## config.mk

```make
export PLATFORM = sky130hd
export DESIGN_NAME = pagpio_top
export DESIGN_NICKNAME = d
export VERILOG_FILES = /design/src/shared/pagpio_pkg.sv /design/src/design/pagpio_top.sv
export VERILOG_INCLUDE_DIRS = /design/src /design/src/shared
export SDC_FILE = /design/constraint.sdc
export NUM_CORES = 1
export LEC_CHECK = 0
export ABC_AREA = 1
export BUFFER_PORTS_ARGS = -buffer_cell sky130_fd_sc_hd__clkbuf_2
export CORE_UTILIZATION = 52
export DETAILED_ROUTE_END_ITERATION = 12
export GPL_ROUTABILITY_DRIVEN = 0
export PLACE_DENSITY = 0.8
export RECOVER_POWER = 100
export SYNTH_ARGS = -nofsm -noshare
export SYNTH_HDL_FRONTEND = slang
export SYNTH_SLANG_ARGS = --single-unit
export TNS_END_PERCENT = 20
```

## constraint.sdc

```tcl
create_clock -name hclk -period 2 [get_ports hclk]
set_clock_uncertainty 0.1 [all_clocks]
set_input_delay 0.4 -clock hclk [delete_from_list [all_inputs] [get_ports hclk]]
set_output_delay 0.4 -clock hclk [all_outputs]
set_load 0.02 [all_outputs]
```

## src/shared/pagpio_map.svh

```systemverilog
`ifndef PAGPIO_MAP_SVH
`define PAGPIO_MAP_SVH
// ==========================================
// register byte addresses (index times four)
`define PAGPIO_IDX_PORT_A_DATA 16'hFFDD
`define PAGPIO_IDX_OUTPUT_PORT_DATA 16'hFFDC
`define PAGPIO_IDX_OUTPUT_PORT_MODE 16'hFFEC
`define PAGPIO_IDX_PORT_A_DIRECTION 16'hFFED
`define PAGPIO_IDX_LCD_PORT_CONTROL 16'hFFC0
`define PAGPIO_ADDR_PORT_A_DATA 18'h3FF74
`define PAGPIO_ADDR_OUTPUT_PORT_DATA 18'h3FF70
`define PAGPIO_ADDR_OUTPUT_PORT_MODE 18'h3FFB0
`define PAGPIO_ADDR_PORT_A_DIRECTION 18'h3FFB4
`define PAGPIO_ADDR_LCD_PORT_CONTROL 18'h3FF00
// ==========================================
// reset values and field positions
`define PAGPIO_RST_PORT_A_DATA 8'hF0
`define PAGPIO_RST_PORT_A_DIRECTION 8'hF0
`define PAGPIO_RST_OUTPUT_PORT_DATA 8'hFF
`define PAGPIO_RST_OUTPUT_PORT_MODE 8'hF0
`define PAGPIO_RST_LCD_PORT_CONTROL 8'h00
`define PAGPIO_MODE_UNUSED_MASK 8'hF0
`define PAGPIO_BIT_STEPUP_DISABLE 3
`define PAGPIO_BIT_RESERVED 2
// ==========================================
// step-up settle time
`define PAGPIO_STEPUP_WAIT_CYCLES 30
`endif

```

## src/shared/pagpio_pkg.sv

```systemverilog
package pagpio_pkg;
    // ==========================================
    // bus carrier
    typedef struct packed {
        logic sel;
        logic [17:0] addr;
        logic write;
        logic [2:0] size;
    } pagpio_aphase_t;
    // ==========================================
    // step-up settle tracker states
    typedef enum logic [1:0] {
        PAGPIO_SU_OFF = 2'b00,
        PAGPIO_SU_SETTLING = 2'b01,
        PAGPIO_SU_READY = 2'b11
    } pagpio_su_state_t;
endpackage

```

## src/design/pagpio_top.sv

```systemverilog
`timescale 1ns/1ps
`include "pagpio_map.svh"
// Behaviour
// - step-up control bit 0 enables low-pin step-up circuit, 1 disables; resets 0
// - mode bits 0 and 1 route output pins 0/1 to pulse outputs
// - port A read returns latch for output pins, live level for inputs
// - port A data resets to F0
// - direction bit 1 makes pin an output from latch, 0 an input
// - direction and data apply only while pins assigned to general I/O
// - direction register is write-only and reads all ones
// - direction register resets to F0, all pins inputs
// - output-only port data resets to FF
// - nonzero segment select drives port A pins as LCD commons
module pagpio_top (
    // bus clock and reset
    input wire logic hclk,
    input wire logic hresetn,
    input wire logic clk_en,
    // ahb-lite slave
    input wire logic hsel,
    input wire logic [31:0] haddr,
    input wire logic [1:0] htrans,
    input wire logic hwrite,
    input wire logic [2:0] hsize,
    input wire logic [31:0] hwdata,
    input wire logic hready,
    output logic [31:0] hrdata,
    output logic hreadyout,
    output logic hresp,
    // output-only port
    output logic [5:0] output_port_pin,
    output logic stepup_enable,
    output logic stepup_settled,
    input wire logic pulse_out_one,
    input wire logic pulse_out_two,
    // port a pins and lcd commons
    input wire logic [3:0] port_a_in,
    output logic [3:0] port_a_out,
    output logic [3:0] port_a_oe,
    input wire logic [3:0] lcd_common_in
);
    import pagpio_pkg::*;

    // ==========================================
    // state
    pagpio_aphase_t aph_r, aph_nxt;
    logic [5:0] opd_r, opd_nxt;
    logic [7:0] mode_r, mode_nxt;
    logic [3:0] pad_r, pad_nxt;
    logic [3:0] dir_r, dir_nxt;
    logic [3:0] lcd_seg_r, lcd_seg_nxt;
    logic [3:0] pin_s1_r, pin_s2_r, pin_s3_r, pin_live_r, pin_live_nxt;
    logic [31:0] rdata_r, rdata_nxt;
    pagpio_su_state_t su_r, su_nxt;
    logic [4:0] su_cnt_r, su_cnt_nxt;
    logic [7:0] wb;
    logic wr_en;
    logic gpio_sel;

    // address match helper, used for both read and write decode
    function automatic logic hit(input logic [17:0] a, input logic [17:0] ref_a);
        hit = (a == ref_a);
    endfunction

    assign hreadyout = 1'b1;
    assign hresp = 1'b0;
    assign hrdata = rdata_r;
    assign wb = hwdata[7:0];
    assign wr_en = aph_r.sel && aph_r.write;
    // ==========================================
    // gpio ownership
    assign gpio_sel = (lcd_seg_r == 4'h0);

    // bus phase, register writes and read data
    always_comb begin
        aph_nxt = aph_r;
        opd_nxt = opd_r;
        mode_nxt = mode_r;
        pad_nxt = pad_r;
        dir_nxt = dir_r;
        lcd_seg_nxt = lcd_seg_r;
        rdata_nxt = rdata_r;
        if (hready) begin
            aph_nxt.sel = hsel && htrans[1];
            aph_nxt.addr = haddr[17:0];
            aph_nxt.write = hwrite;
            aph_nxt.size = hsize;
        end
        if (wr_en) begin
            if (hit(aph_r.addr, `PAGPIO_ADDR_PORT_A_DATA)) begin
                pad_nxt = wb[3:0];
            end else if (hit(aph_r.addr, `PAGPIO_ADDR_OUTPUT_PORT_DATA)) begin
                opd_nxt = wb[5:0];
            end else if (hit(aph_r.addr, `PAGPIO_ADDR_OUTPUT_PORT_MODE)) begin
                // upper bits kept at one; bit 2 stored as written
                mode_nxt = `PAGPIO_MODE_UNUSED_MASK | {4'h0, wb[3:0]};
            end else if (hit(aph_r.addr, `PAGPIO_ADDR_PORT_A_DIRECTION)) begin
                dir_nxt = wb[3:0];
            end else if (hit(aph_r.addr, `PAGPIO_ADDR_LCD_PORT_CONTROL)) begin
                lcd_seg_nxt = wb[3:0];
            end
        end
        // read data prepared in the address phase, returned in the data phase;
        // built from the next values so a write still in its data phase is not read back stale
        if (hready) begin
            rdata_nxt = 32'h0000_0000;
            if (hsel && htrans[1] && !hwrite) begin
                if (hit(haddr[17:0], `PAGPIO_ADDR_PORT_A_DATA)) begin
                    // latch or live level; upper ones
                    rdata_nxt = {24'h000000, 4'hF, (dir_nxt & pad_nxt) | (~dir_nxt & pin_live_r)};
                end else if (hit(haddr[17:0], `PAGPIO_ADDR_OUTPUT_PORT_DATA)) begin
                    rdata_nxt = {24'h000000, 2'b11, opd_nxt};
                end else if (hit(haddr[17:0], `PAGPIO_ADDR_OUTPUT_PORT_MODE)) begin
                    rdata_nxt = {24'h000000, mode_nxt};
                end else if (hit(haddr[17:0], `PAGPIO_ADDR_PORT_A_DIRECTION)) begin
                    rdata_nxt = {24'h000000, 8'hFF};
                end else if (hit(haddr[17:0], `PAGPIO_ADDR_LCD_PORT_CONTROL)) begin
                    rdata_nxt = {24'h000000, 4'h0, lcd_seg_nxt};
                end
            end
        end
    end

    // bus and register flops
    always_ff @(posedge hclk or negedge hresetn) begin
        if (!hresetn) begin
            aph_r <= '0;
            opd_r <= 6'h3F;
            mode_r <= `PAGPIO_RST_OUTPUT_PORT_MODE;
            pad_r <= 4'h0;
            dir_r <= 4'h0;
            lcd_seg_r <= 4'h0;
            rdata_r <= 32'h0000_0000;
        end else if (clk_en) begin
            aph_r <= aph_nxt;
            opd_r <= opd_nxt;
            mode_r <= mode_nxt;
            pad_r <= pad_nxt;
            dir_r <= dir_nxt;
            lcd_seg_r <= lcd_seg_nxt;
            rdata_r <= rdata_nxt;
        end
    end

    // ==========================================
    // pin synchroniser: change accepted when stages two and three agree
    always_comb begin
        pin_live_nxt = pin_live_r;
        for (int i = 0; i < 4; i++) begin
            if (pin_s2_r[i] == pin_s3_r[i]) begin
                pin_live_nxt[i] = pin_s3_r[i];
            end
        end
    end

    always_ff @(posedge hclk or negedge hresetn) begin
        if (!hresetn) begin
            pin_s1_r <= 4'h0;
            pin_s2_r <= 4'h0;
            pin_s3_r <= 4'h0;
            pin_live_r <= 4'h0;
        end else if (clk_en) begin
            pin_s1_r <= port_a_in;
            pin_s2_r <= pin_s1_r;
            pin_s3_r <= pin_s2_r;
            pin_live_r <= pin_live_nxt;
        end
    end

    // ==========================================
    // step-up settle tracker, a status aid: the hardware does not hold off the pins
    always_comb begin
        su_nxt = su_r;
        su_cnt_nxt = su_cnt_r;
        case (su_r)
            PAGPIO_SU_OFF: begin
                if (!mode_r[`PAGPIO_BIT_STEPUP_DISABLE]) begin
                    su_nxt = PAGPIO_SU_SETTLING;
                    su_cnt_nxt = 5'd0;
                end
            end
            PAGPIO_SU_SETTLING: begin
                if (mode_r[`PAGPIO_BIT_STEPUP_DISABLE]) begin
                    su_nxt = PAGPIO_SU_OFF;
                end else if (su_cnt_r == 5'(`PAGPIO_STEPUP_WAIT_CYCLES - 1)) begin
                    su_nxt = PAGPIO_SU_READY;
                end else begin
                    su_cnt_nxt = su_cnt_r + 5'd1;
                end
            end
            PAGPIO_SU_READY: begin
                if (mode_r[`PAGPIO_BIT_STEPUP_DISABLE]) begin
                    su_nxt = PAGPIO_SU_OFF;
                end
            end
            default: begin
                su_nxt = PAGPIO_SU_OFF;
            end
        endcase
    end

    always_ff @(posedge hclk or negedge hresetn) begin
        if (!hresetn) begin
            su_r <= PAGPIO_SU_OFF;
            su_cnt_r <= 5'd0;
        end else if (clk_en) begin
            su_r <= su_nxt;
            su_cnt_r <= su_cnt_nxt;
        end
    end

    // ==========================================
    // pin drive
    // step-up enable is the inverse of the control bit
    assign stepup_enable = ~mode_r[`PAGPIO_BIT_STEPUP_DISABLE];
    assign stepup_settled = (su_r == PAGPIO_SU_READY);
    // pulse routing on pins 0 and 1
    assign output_port_pin = {opd_r[5:2], mode_r[1] ? pulse_out_two : opd_r[1],
                              mode_r[0] ? pulse_out_one : opd_r[0]};
    assign port_a_out = gpio_sel ? pad_r : lcd_common_in;
    assign port_a_oe = gpio_sel ? dir_r : 4'hF;

    // check helper: cycles of step-up enable, saturating so it cannot wrap back under the limit
    logic [5:0] su_run_r, su_run_nxt;
    always_comb begin
        su_run_nxt = su_run_r;
        if (!stepup_enable) begin
            su_run_nxt = 6'h00;
        end else if (su_run_r != 6'h3F) begin
            su_run_nxt = su_run_r + 6'h01;
        end
    end

    always_ff @(posedge hclk or negedge hresetn) begin
        if (!hresetn) begin
            su_run_r <= 6'h00;
        end else if (clk_en) begin
            su_run_r <= su_run_nxt;
        end
    end
endmodule // pagpio_top

```

==> results of run 1 <==
## sequential cells by signal, indices dropped and copies added, names as in the netlist
register    count
pin_s1_r        4
pin_live_r      4
mode_r          8
dir_r           4
pad_r           4
aph_r          20
pin_s3_r        4
pin_s2_r        4
lcd_seg_r       4
hrdata          8
su_r            2
opd_r           6
su_cnt_r        5
## cells in the final DEF (no fill, tap or decap), drive strengths merged, types with 8 or more instances in the layout
cell type and n:
inv 78, nor3 10, clkbuf 68, nand3 57, dfstp 10, dfrtp 67, nand4 8, nand2 227
a31oi 9, conb 26, o21ai 46, nor2 43, buf 28
## critical path, delay by kind of cell, from the launching register on
| family | cells | cell delay [ps] |
|---|---|---|
| AND/OR/NAND/NOR | 2 | 300 |
| flip-flops | 1 | 400 |
| buffers and inverters | 3 | 450 |
## power by group
group          switching [mW]  leakage (nW)  internal, mW  total [mW]
Sequential              0.167         0.938          1.78        1.94
Combinational           0.589          1.72         0.310       0.899
Clock                   0.616         0.121         0.837        1.45
## per-stage QoR
step	cell area, sq um	setup WS (ps)	util	total power, mW
CTS	5140	-27.9	0.625	4.29
global route	5200	-161	0.632	4.53
finish	5200	-11.7	0.632	4.30
detailed placement	4840	-71.7	0.589	2.83
global placement	4840	-14.9	0.589	2.77
floorplan	4520	200	-	2.58
## area by class of cell
type                    instances  share of cell area
multi-input cells             438               0.399
clock buffers                   9              0.0238
well taps                     105              0.0253
repair buffers                 88              0.0968
clock inverters                 7              0.0236
inverters                      79              0.0585
flip-flops and latches         77               0.373
## timing repair
item	4_1_cts	5_1_grt
pin swaps	1	10
buffers inserted	2	3
hold buffers	1	0
hold endpoints to repair	9	0
endpoints found under the setup margin	8	16
gates resized for setup	6	31
## cells by family after synthesis
group	share of synthesized area
simple gates	0.345
compound gates	0.0742
buf+inv	0.134
other cells	0.00169
mux	0.00226
fa+ha+maj	0.00564
flops	0.437
## worst min-delay path by stage
stage | slack (ps) | cells after the start | startpoint | to
final | 150 | 3 | port_a_in[1] | pin_s1_r[1]
after global routing | 140 | 3 | port_a_in[1] | pin_s1_r[1]
after CTS | 140 | 3 | port_a_in[1] | pin_s1_r[1]
after detailed placement | 300 | 1 | hresetn | aph_r[15]
after global placement | 290 | 1 | hresetn | aph_r[14]
after floorplan | 4 | 0 | hresetn | aph_r[10]
## routing by layer
metal  wire (um)  track usage
met5           0            0
met4         221       0.0885
met3         888       0.0628
met2        5300        0.428
met1        4430        0.323
==> results.md, run 1 <==
- Final Hold Fails: 0
- # DRC: 0
- Row count: 33
- Min setup slack post-route: -11.7 ps
- Final ANT Viol Nets: 0
- Clock sinks: 77
- Fin Setup TNS: -42.9 ps
- Post-synth EDFFs: 0
- Vias in the first global route: 3888
- Slew @ Worst Pin: 1100 ps
- Avg WL per Cell: 13.5 um
- Final Max Slew Viols: 0
- I/O Pins: 135
- Final setup vio count: 5
- Most common cell in the netlist: nand2_1
- Fmax: 497 MHz
- Fin Hold WS: 150 ps
- Total routed wirelength: 10800 um
- Maxcap violations: 0
- Setup slack, reg-to-reg: -10 ps
- CTS clk-pin slew, worst paths: 90 ps
- Clk Latency, worst-skew pair: 350 ps
- Slew HR: 0.269
- Pwr Density: 827 nW/um^2
- Final Net Count: 780
- Worst min path class: primary input to register
- Synthesis-to-layout area growth: 17.2%
- Die Height: 94.3 um
- CTS buffer count: 9
- Die Wd: 94.3 um
- Post-DP HPWL: 7810 um
- Sequential-to-total area share from yosys stat: 0.437
- Vias per cell: 5.21
- Worst Path Required: 1500 ps
- Storage cell area: 1940 sq um
- # H-tree levels: 3
- Element type at the critical path end: output port
- Syn avg cell area: 7.21 sq um
- Reg2Reg Depth: 14
- Cell variety after synth: 36
- Syn Std Cell Area: 4430 sq um
- Cell taking the most area after synthesis: dfrtp_1
- Initial DRC Count: 343
- Vias after detailed routing: 4183
- Period minus WS final: 2010 ps
- All-layer global routing usage: 0.256
- Core ar.: 8220 sq um
- Post-synth ARST share: 1.00
- CTS tree: done
- CP startpoint kind: register
- Multi-input logic area: 2070 sq um
- Full die area: 8900 sq um
- Lkg Pwr: 2.78 nW
- Failing checks: setup timing
- Area contributors post-synth: dfrtp_1 38%, nand2_1 18%, inv_1 6.4%
- Worst-path cell chain: nor4_2 -> buf_4 -> buf_4 -> nand2_1 -> buf_2
- Fillers: 729
- Fin crit share: 1.01
- Register bit total from synthesis: 77
- Share of the synthesized area in the top cell type: 0.378
- Worst setup path end: port_a_oe[2]
- Grt ovf: 0
- Worst Path Class, Setup: register to output port
- First-pass iteration count of the detailed router: 8
- Initial Util: 0.540
- Synth cell count leaders: 216 x nand2_1, 75 x inv_1, 67 x dfrtp_1
- VDD IR max: 0.000505 V
- Worst Path Arrival: 1510 ps
- Outcome: complete, but fails checks
- Crit path launch: lcd_seg_r[0]
- Most frequent CP cell: buf_4
- Antenna cell count: 0
- Share of cells above drive strength 1: 0.203
- Largest stage delay on the critical path: 400 ps
- CTS root buffer: clkbuf_8
- Initial antenna violation count: 0
- CP max FO: 7
- Reg2reg end: hrdata[2]
- Reg2Reg Launch Point: aph_r[6]
- CTS max path bufs: 2
- RSZ-0062 raised after global routing: yes
- Largest net degree at the start of global routing: 46
- Synth Instances: 615
- Slowest cell on the critical path: dfrtp_1
- Dominant synthesized flop cell: dfrtp_1
- First-pass GRT wire length: 17500 um
- Synth warn: 0
- Cell count after placement: 781
- Fin cells: 803
- Port Buffers: 64
(Power assumes the default switching activity.)
==> run 2, diff against run 1 <==
Settings changed: ABC_AREA 1 to unset, BUFFER_PORTS_ARGS -buffer_cell sky130_fd_sc_hd__clkbuf_2 to unset, CORE_UTILIZATION 52 to 60, DONT_BUFFER_PORTS set to 1, PLACE_DENSITY 0.8 to 0.75.
==> run 2 against run 1 <==
  * Power decreased by 20%
  * Sequential share of layout area increased by 3.2 points
  * The run ends with hold timing, setup timing left
  * Via count down 25%
  * Largest power group unchanged
  * Largest cell class unchanged
  * Global-route usage up 1.4 points
  * Sequential power decreased by 9%
  * Synthesized cell count shrank 36%
==> results.md, run 2 <==
- Outcome: complete, but fails checks
- Failing checks: hold timing, setup timing
- I/O Pins: 135
- Period minus WS final: 2200 ps
- Met1 WL: 4170 um
- Worst Path Class, Setup: register to register
- CP startpoint kind: register
- Clk Latency, worst-skew pair: 350 ps
- Share of the synthesized area in the top cell type: 0.401
- Fin Hold WS: -372 ps
- # DRC: 0
- Crit path buffers/inverters: 0
- Max Used Layer: met4
- Commonest non-fill, non-tap cell in the layout: dfrtp_1
- Avg WL per Cell: 18.1 um
- Total routed wirelength: 9230 um
- Grt ovf: 0
- RSZ-0062 raised after global routing: yes
- Combinational fraction of design power: 0.105
- Min setup slack post-route: -195 ps
- CTS clk-pin slew, worst paths: 80 ps
- Dominant synthesized flop cell: dfrtp_1
- Synth Instances: 391
- VDD IR max: 0.000618 V
- Most frequent CP cell: a31oi_1
- Port Buffers: 0
- Largest net degree at the start of global routing: 78
- First-pass GRT wire length: 15100 um
- Critical path's top delay family: simple AND/OR/NAND/NOR gates
- Vias in the first global route: 3054
- CTS buffer count: 9
- Slew HR: 0.529
- CP max FO: 4
- First-pass iteration count of the detailed router: 5
- Antenna cell count: 0
- Reg2Reg Depth: 6
- Worst Path Arrival: 2320 ps
- Worst-path cell chain: or4_1 -> or3_4 -> o21a_1 -> a211o_1 -> a31oi_1 -> a31oi_1
- Internal cell power: 2.57 mW
- Fmax: 456 MHz
- Register bit total from synthesis: 77
- Commonest non-fill, non-tap cells in the layout: 67 x dfrtp_1, 48 x mux2_2, 33 x buf_4
- Lkg Pwr: 2.16 nW
- Part of the power in registers: 0.518
- Final Net Count: 512
- Post-synth ARST share: 1.00
- CTS root buffer: clkbuf_8
- Slew @ Worst Pin: 706 ps
- Synth cell count leaders: 67 x dfrtp_1, 54 x mux2_2, 30 x buf_4
- Final Max Slew Viols: 0
- Final setup vio count: 17
- Most common cell in the netlist: dfrtp_1
- Final Hold Fails: 77
- CTS tree: done
- Switch Pwr: 0.855 mW
- Full die area: 7310 sq um
- Row count: 30
- Synth warn: 0
- Crit path depth: 6
- Post-synth EDFFs: 0
- Initial DRC Count: 163
- CTS max path bufs: 2
- Maxcap violations: 0
- Syn Std Cell Area: 4180 sq um
- Largest stage delay on the critical path: 530 ps
- Fin crit share: 1.10
- Die Height: 85.5 um
- Cell taking the most area after synthesis: dfrtp_1
- Element type at the critical path end: register
- Fin Setup TNS: -1890 ps
- Fillers: 485
- Vias after detailed routing: 3154
- Area contributors post-synth: dfrtp_1 40%, mux2_2 15%, dfstp_2 6.3%
- Post-DP HPWL: 6490 um
- # H-tree levels: 3
- All-layer global routing usage: 0.269
- Vias per cell: 6.18
- Sw frac: 0.249
- Cell variety after synth: 45
- Core ar.: 6760 sq um
- Share of cells above drive strength 1: 0.316
- Sequential-to-total area share from yosys stat: 0.464
- Syn avg cell area: 10.7 sq um
- Final ANT Viol Nets: 0
- Die Wd: 85.5 um
- Initial Util: 0.619
- Reg2reg end: hrdata[0]
- Synthesis-to-layout area growth: 14.4%
- Largest register FFs: 20
- Slowest cell on the critical path: or4_1
- Reg2Reg Launch Point: aph_r[9]
- Setup slack, reg-to-reg: -200 ps
- Initial antenna violation count: 0
- Worst min path class: primary input to asynchronous set/reset pin
- Clock power frac: 0.377
- Met3 Wirelength: 618 um
- Routed length on met2: 4230 um
- Pwr Density: 716 nW/um^2
- Clock sinks: 77
- Worst Path Required: 2130 ps
- Most flop-heavy register: aph_r
-- run 2: area by class of cell --
type                       instances  area [sq um]  area share
clock buffer                      11           131      0.0275
timing repair buffer              44           349      0.0729
tap                               80           100      0.0209
clock inverter                     5          83.8      0.0175
inverter                           5          18.8     0.00392
multi-input combinational        288          2160       0.452
sequential                        77          1940       0.405
-- run 2: kinds of logic after synthesis --
| logic type | Yosys count | synth area share |
|---|---|---|
| other | 2 | 0.00180 |
| xor gates and xnor gates | 3 | 0.00628 |
| AOI/OAI and AO/OA | 66 | 0.101 |
| adders and majority gates | 2 | 0.00598 |
| and+or+nand+nor | 131 | 0.188 |
| muxes | 60 | 0.161 |
| buffers and inverters | 50 | 0.0724 |
| DFF | 77 | 0.464 |
-- run 2: timing repair --
item / in CTS / in global routing
pin swaps: 5 / 0
setup endpoints to repair: 30 / 34
buffers inserted: 3 / 1
gates resized for setup: 17 / 20
hold endpoints to repair: 77 / 77
-- run 2: worst max path at each step --
stage / startpoint / to
6_report: aph_r[9] / hrdata[0]
5_1_grt: aph_r[5] / hrdata[2]
4_1_cts: lcd_seg_r[0] / port_a_out[3]
2_1_floorplan: haddr[1] / hrdata[0]
3_3_place_gp: haddr[1] / hrdata[0]
3_5_place_dp: haddr[1] / hrdata[3]
-- run 2: stage by stage --
stage	utilization	setup slack [ps]	area, sq um	power (mW)	cells
2_1_floorplan	-	-195	4280	2.08	415
3_3_place_gp	0.650	-243	4390	2.12	490
3_5_place_dp	0.650	-261	4390	2.14	490
4_1_cts	0.696	-164	4700	3.43	509
5_1_grt	0.708	-288	4790	3.56	510
6_report	0.708	-195	4790	3.43	510
-- run 2: power groups by stage --
stage	Clock [mW]	Combinational, mW	Sequential, mW
floorplan	0	0.299	1.78
finish	1.29	0.361	1.77
global route	1.37	0.396	1.79
global placement	0	0.326	1.79
detailed placement	0	0.343	1.80
CTS	1.31	0.349	1.77
-- run 2: metal layers --
metal | up-vias | track usage
li1 | 1456 | -
met1 | 1548 | 0.364
met2 | 130 | 0.410
met3 | 20 | 0.0808
met4 | 0 | 0.108
met5 | - | 0
==> run 3, diff against run 2 <==
Settings changed: RECOVER_POWER 100 to unset.
==> run 3 against run 2 <==
  * The flow still finishes with violations (hold timing, setup timing)
  * Setup slack gained 7.1 ps
  * Fmax rose by 0.33%
  * Clock-buffer cell count unchanged
  * Non-clock buffer count is the same
  * Via count shrank 0.41%
  * Utilization grew 0.28 points
  * Final area rose by 0.39%
  * Critical endpoint is now hrdata[3]
  * Highest routed layer unchanged
==> results.md, run 3 (synthesis gave the netlist of run 2 again) <==
- CP startpoint kind: register
- Post-DP HPWL: 6490 um
- CTS tree: done
- Period minus WS final: 2190 ps
- Final Hold Fails: 77
- Pwr Density: 712 nW/um^2
- Commonest non-fill, non-tap cell in the layout: dfrtp_1
- Final Net Count: 512
- Full die area: 7310 sq um
- RSZ-0062 raised after global routing: yes
- CTS clk-pin slew, worst paths: 80 ps
- Die Height: 85.5 um
- Pre-CTS WS: -261 ps
- # H-tree levels: 3
- Core ar.: 6760 sq um
- Post-DP Area: 4390 sq um
- Initial Util: 0.619
- Fillers: 478
- Final ANT Viol Nets: 0
- Reg2Reg Depth: 7
- Lkg Pwr: 2.17 nW
- First-pass iteration count of the detailed router: 7
- Reg2reg end: hrdata[3]
- Max Used Layer: met4
- Internal cell power: 2.57 mW
- Vias in the first global route: 3054
- Reg2Reg Launch Point: aph_r[5]
- Synthesis-to-layout area growth: 14.9%
- Outcome: complete, but fails checks
- Port Buffers: 0
- CTS buffer count: 9
- Combinational fraction of design power: 0.106
- Largest register FFs: 20
- Worst Path Arrival: 2370 ps
- Switch Pwr: 0.848 mW
- Vias per cell: 6.16
- Largest net degree at the start of global routing: 78
- CTS root buffer: clkbuf_8
- Vias after detailed routing: 3141
- Clk Latency, worst-skew pair: 350 ps
- CP max FO: 4
- Met1 WL: 4120 um
- Design area: 4800 sq um
- Most flop-heavy register: aph_r
- Die Wd: 85.5 um
- Commonest non-fill, non-tap cells in the layout: 67 x dfrtp_1, 50 x mux2_2, 36 x buf_4
- Met3 Wirelength: 646 um
- Failing checks: hold timing, setup timing
- Clock sinks: 77
- Clock power frac: 0.376
- Element type at the critical path end: register
- Multi-input logic area: 2170 sq um
- Total routed wirelength: 9200 um
- Sw frac: 0.248
- Routed length on met2: 4260 um
- CTS max path bufs: 2
- # DRC: 0
- All-layer global routing usage: 0.269
- Worst Path Required: 2180 ps
- Row count: 30
- I/O Pins: 135
- Antenna cell count: 0
- Avg WL per Cell: 18.0 um
- Fin Hold WS: -368 ps
- Final Max Slew Viols: 0
- Final setup vio count: 16
- Share of cells above drive strength 1: 0.337
- Maxcap violations: 0
- Fin crit share: 1.09
- Worst Path Class, Setup: register to register
- Min setup slack post-route: -188 ps
- First-pass GRT wire length: 15100 um
- VDD IR max: 0.000618 V
- Cell count after placement: 490
- Storage cell area: 1940 sq um
- Fin Setup TNS: -1890 ps
- Worst min path class: primary input to asynchronous set/reset pin
- Fin cells: 510
- Setup slack, reg-to-reg: -190 ps
- Part of the power in registers: 0.519
- Initial antenna violation count: 0
- Grt ovf: 0
- Fmax: 457 MHz
- Initial DRC Count: 205
==> run 3: cell types whose count changed in the layout (fill, tap and decap cells not counted), moves of 2 or more <==
cell and delta:
buf_4 +3, clkbuf_2 -3, dfstp_1 -4, dfstp_2 +4, mux2_1 -2, mux2_2 +2
nand2_1 -2, nand2_2 +2
==> run 3: worst max-delay path by stage <==
stage	startpoint	endpoint	slack, ps
after floorplan	haddr[1]	hrdata[0]	-190
after global placement	haddr[1]	hrdata[0]	-240
after detailed placement	haddr[1]	hrdata[3]	-260
after CTS	lcd_seg_r[0]	port_a_out[3]	-160
after global routing	aph_r[5]	hrdata[2]	-290
final	aph_r[5]	hrdata[3]	-190
==> run 3: worst max-delay path, cell delays in order, from the launching register on <==
cell	delay [ps]
dfrtp_1	380
or3b_4	400
or3_4	440
nor4_4	240
buf_4	180
a211o_1	130
a31oi_2	90
a31oi_1	150
==> run 3: metal layers <==
layer	global-route usage	vias up
li1	-	1453
met5	0	-
met3	0.0808	15
met4	0.108	0
met2	0.410	144
met1	0.364	1529
==> run 3: power by group through the flow <==
stage	Combinational, mW	Sequential [mW]	Clock, mW
finish	0.362	1.77	1.29
global route	0.397	1.79	1.37
CTS	0.349	1.77	1.31
detailed placement	0.343	1.80	0
global placement	0.326	1.79	0
floorplan	0.299	1.78	0
==> run 3: metrics by stage <==
step           hold WS [ps]  power, mW  utilization
3_5_place_dp           5.89       2.14        0.650
6_report               -368       3.42        0.711
5_1_grt                -396       3.56        0.711
2_1_floorplan          4.41       2.08            -
4_1_cts                -386       3.43        0.696
3_3_place_gp           5.93       2.12        0.650
==> run 3: layout make-up <==
cell class	instances	share of cell area
multi-input cells	288	0.452
inverters	5	0.00391
flip-flops and latches	77	0.404
well taps	80	0.0208
repair buffers	44	0.0750
clock inverters	5	0.0174
clock buffers	11	0.0273
==> run 3: timing repair <==
item	CTS	global route
pin swaps	5	0
endpoints found under the setup margin	30	34
resized for setup	17	20
setup buffers	3	1
cloned	0	0
endpoints found under the hold margin	77	77
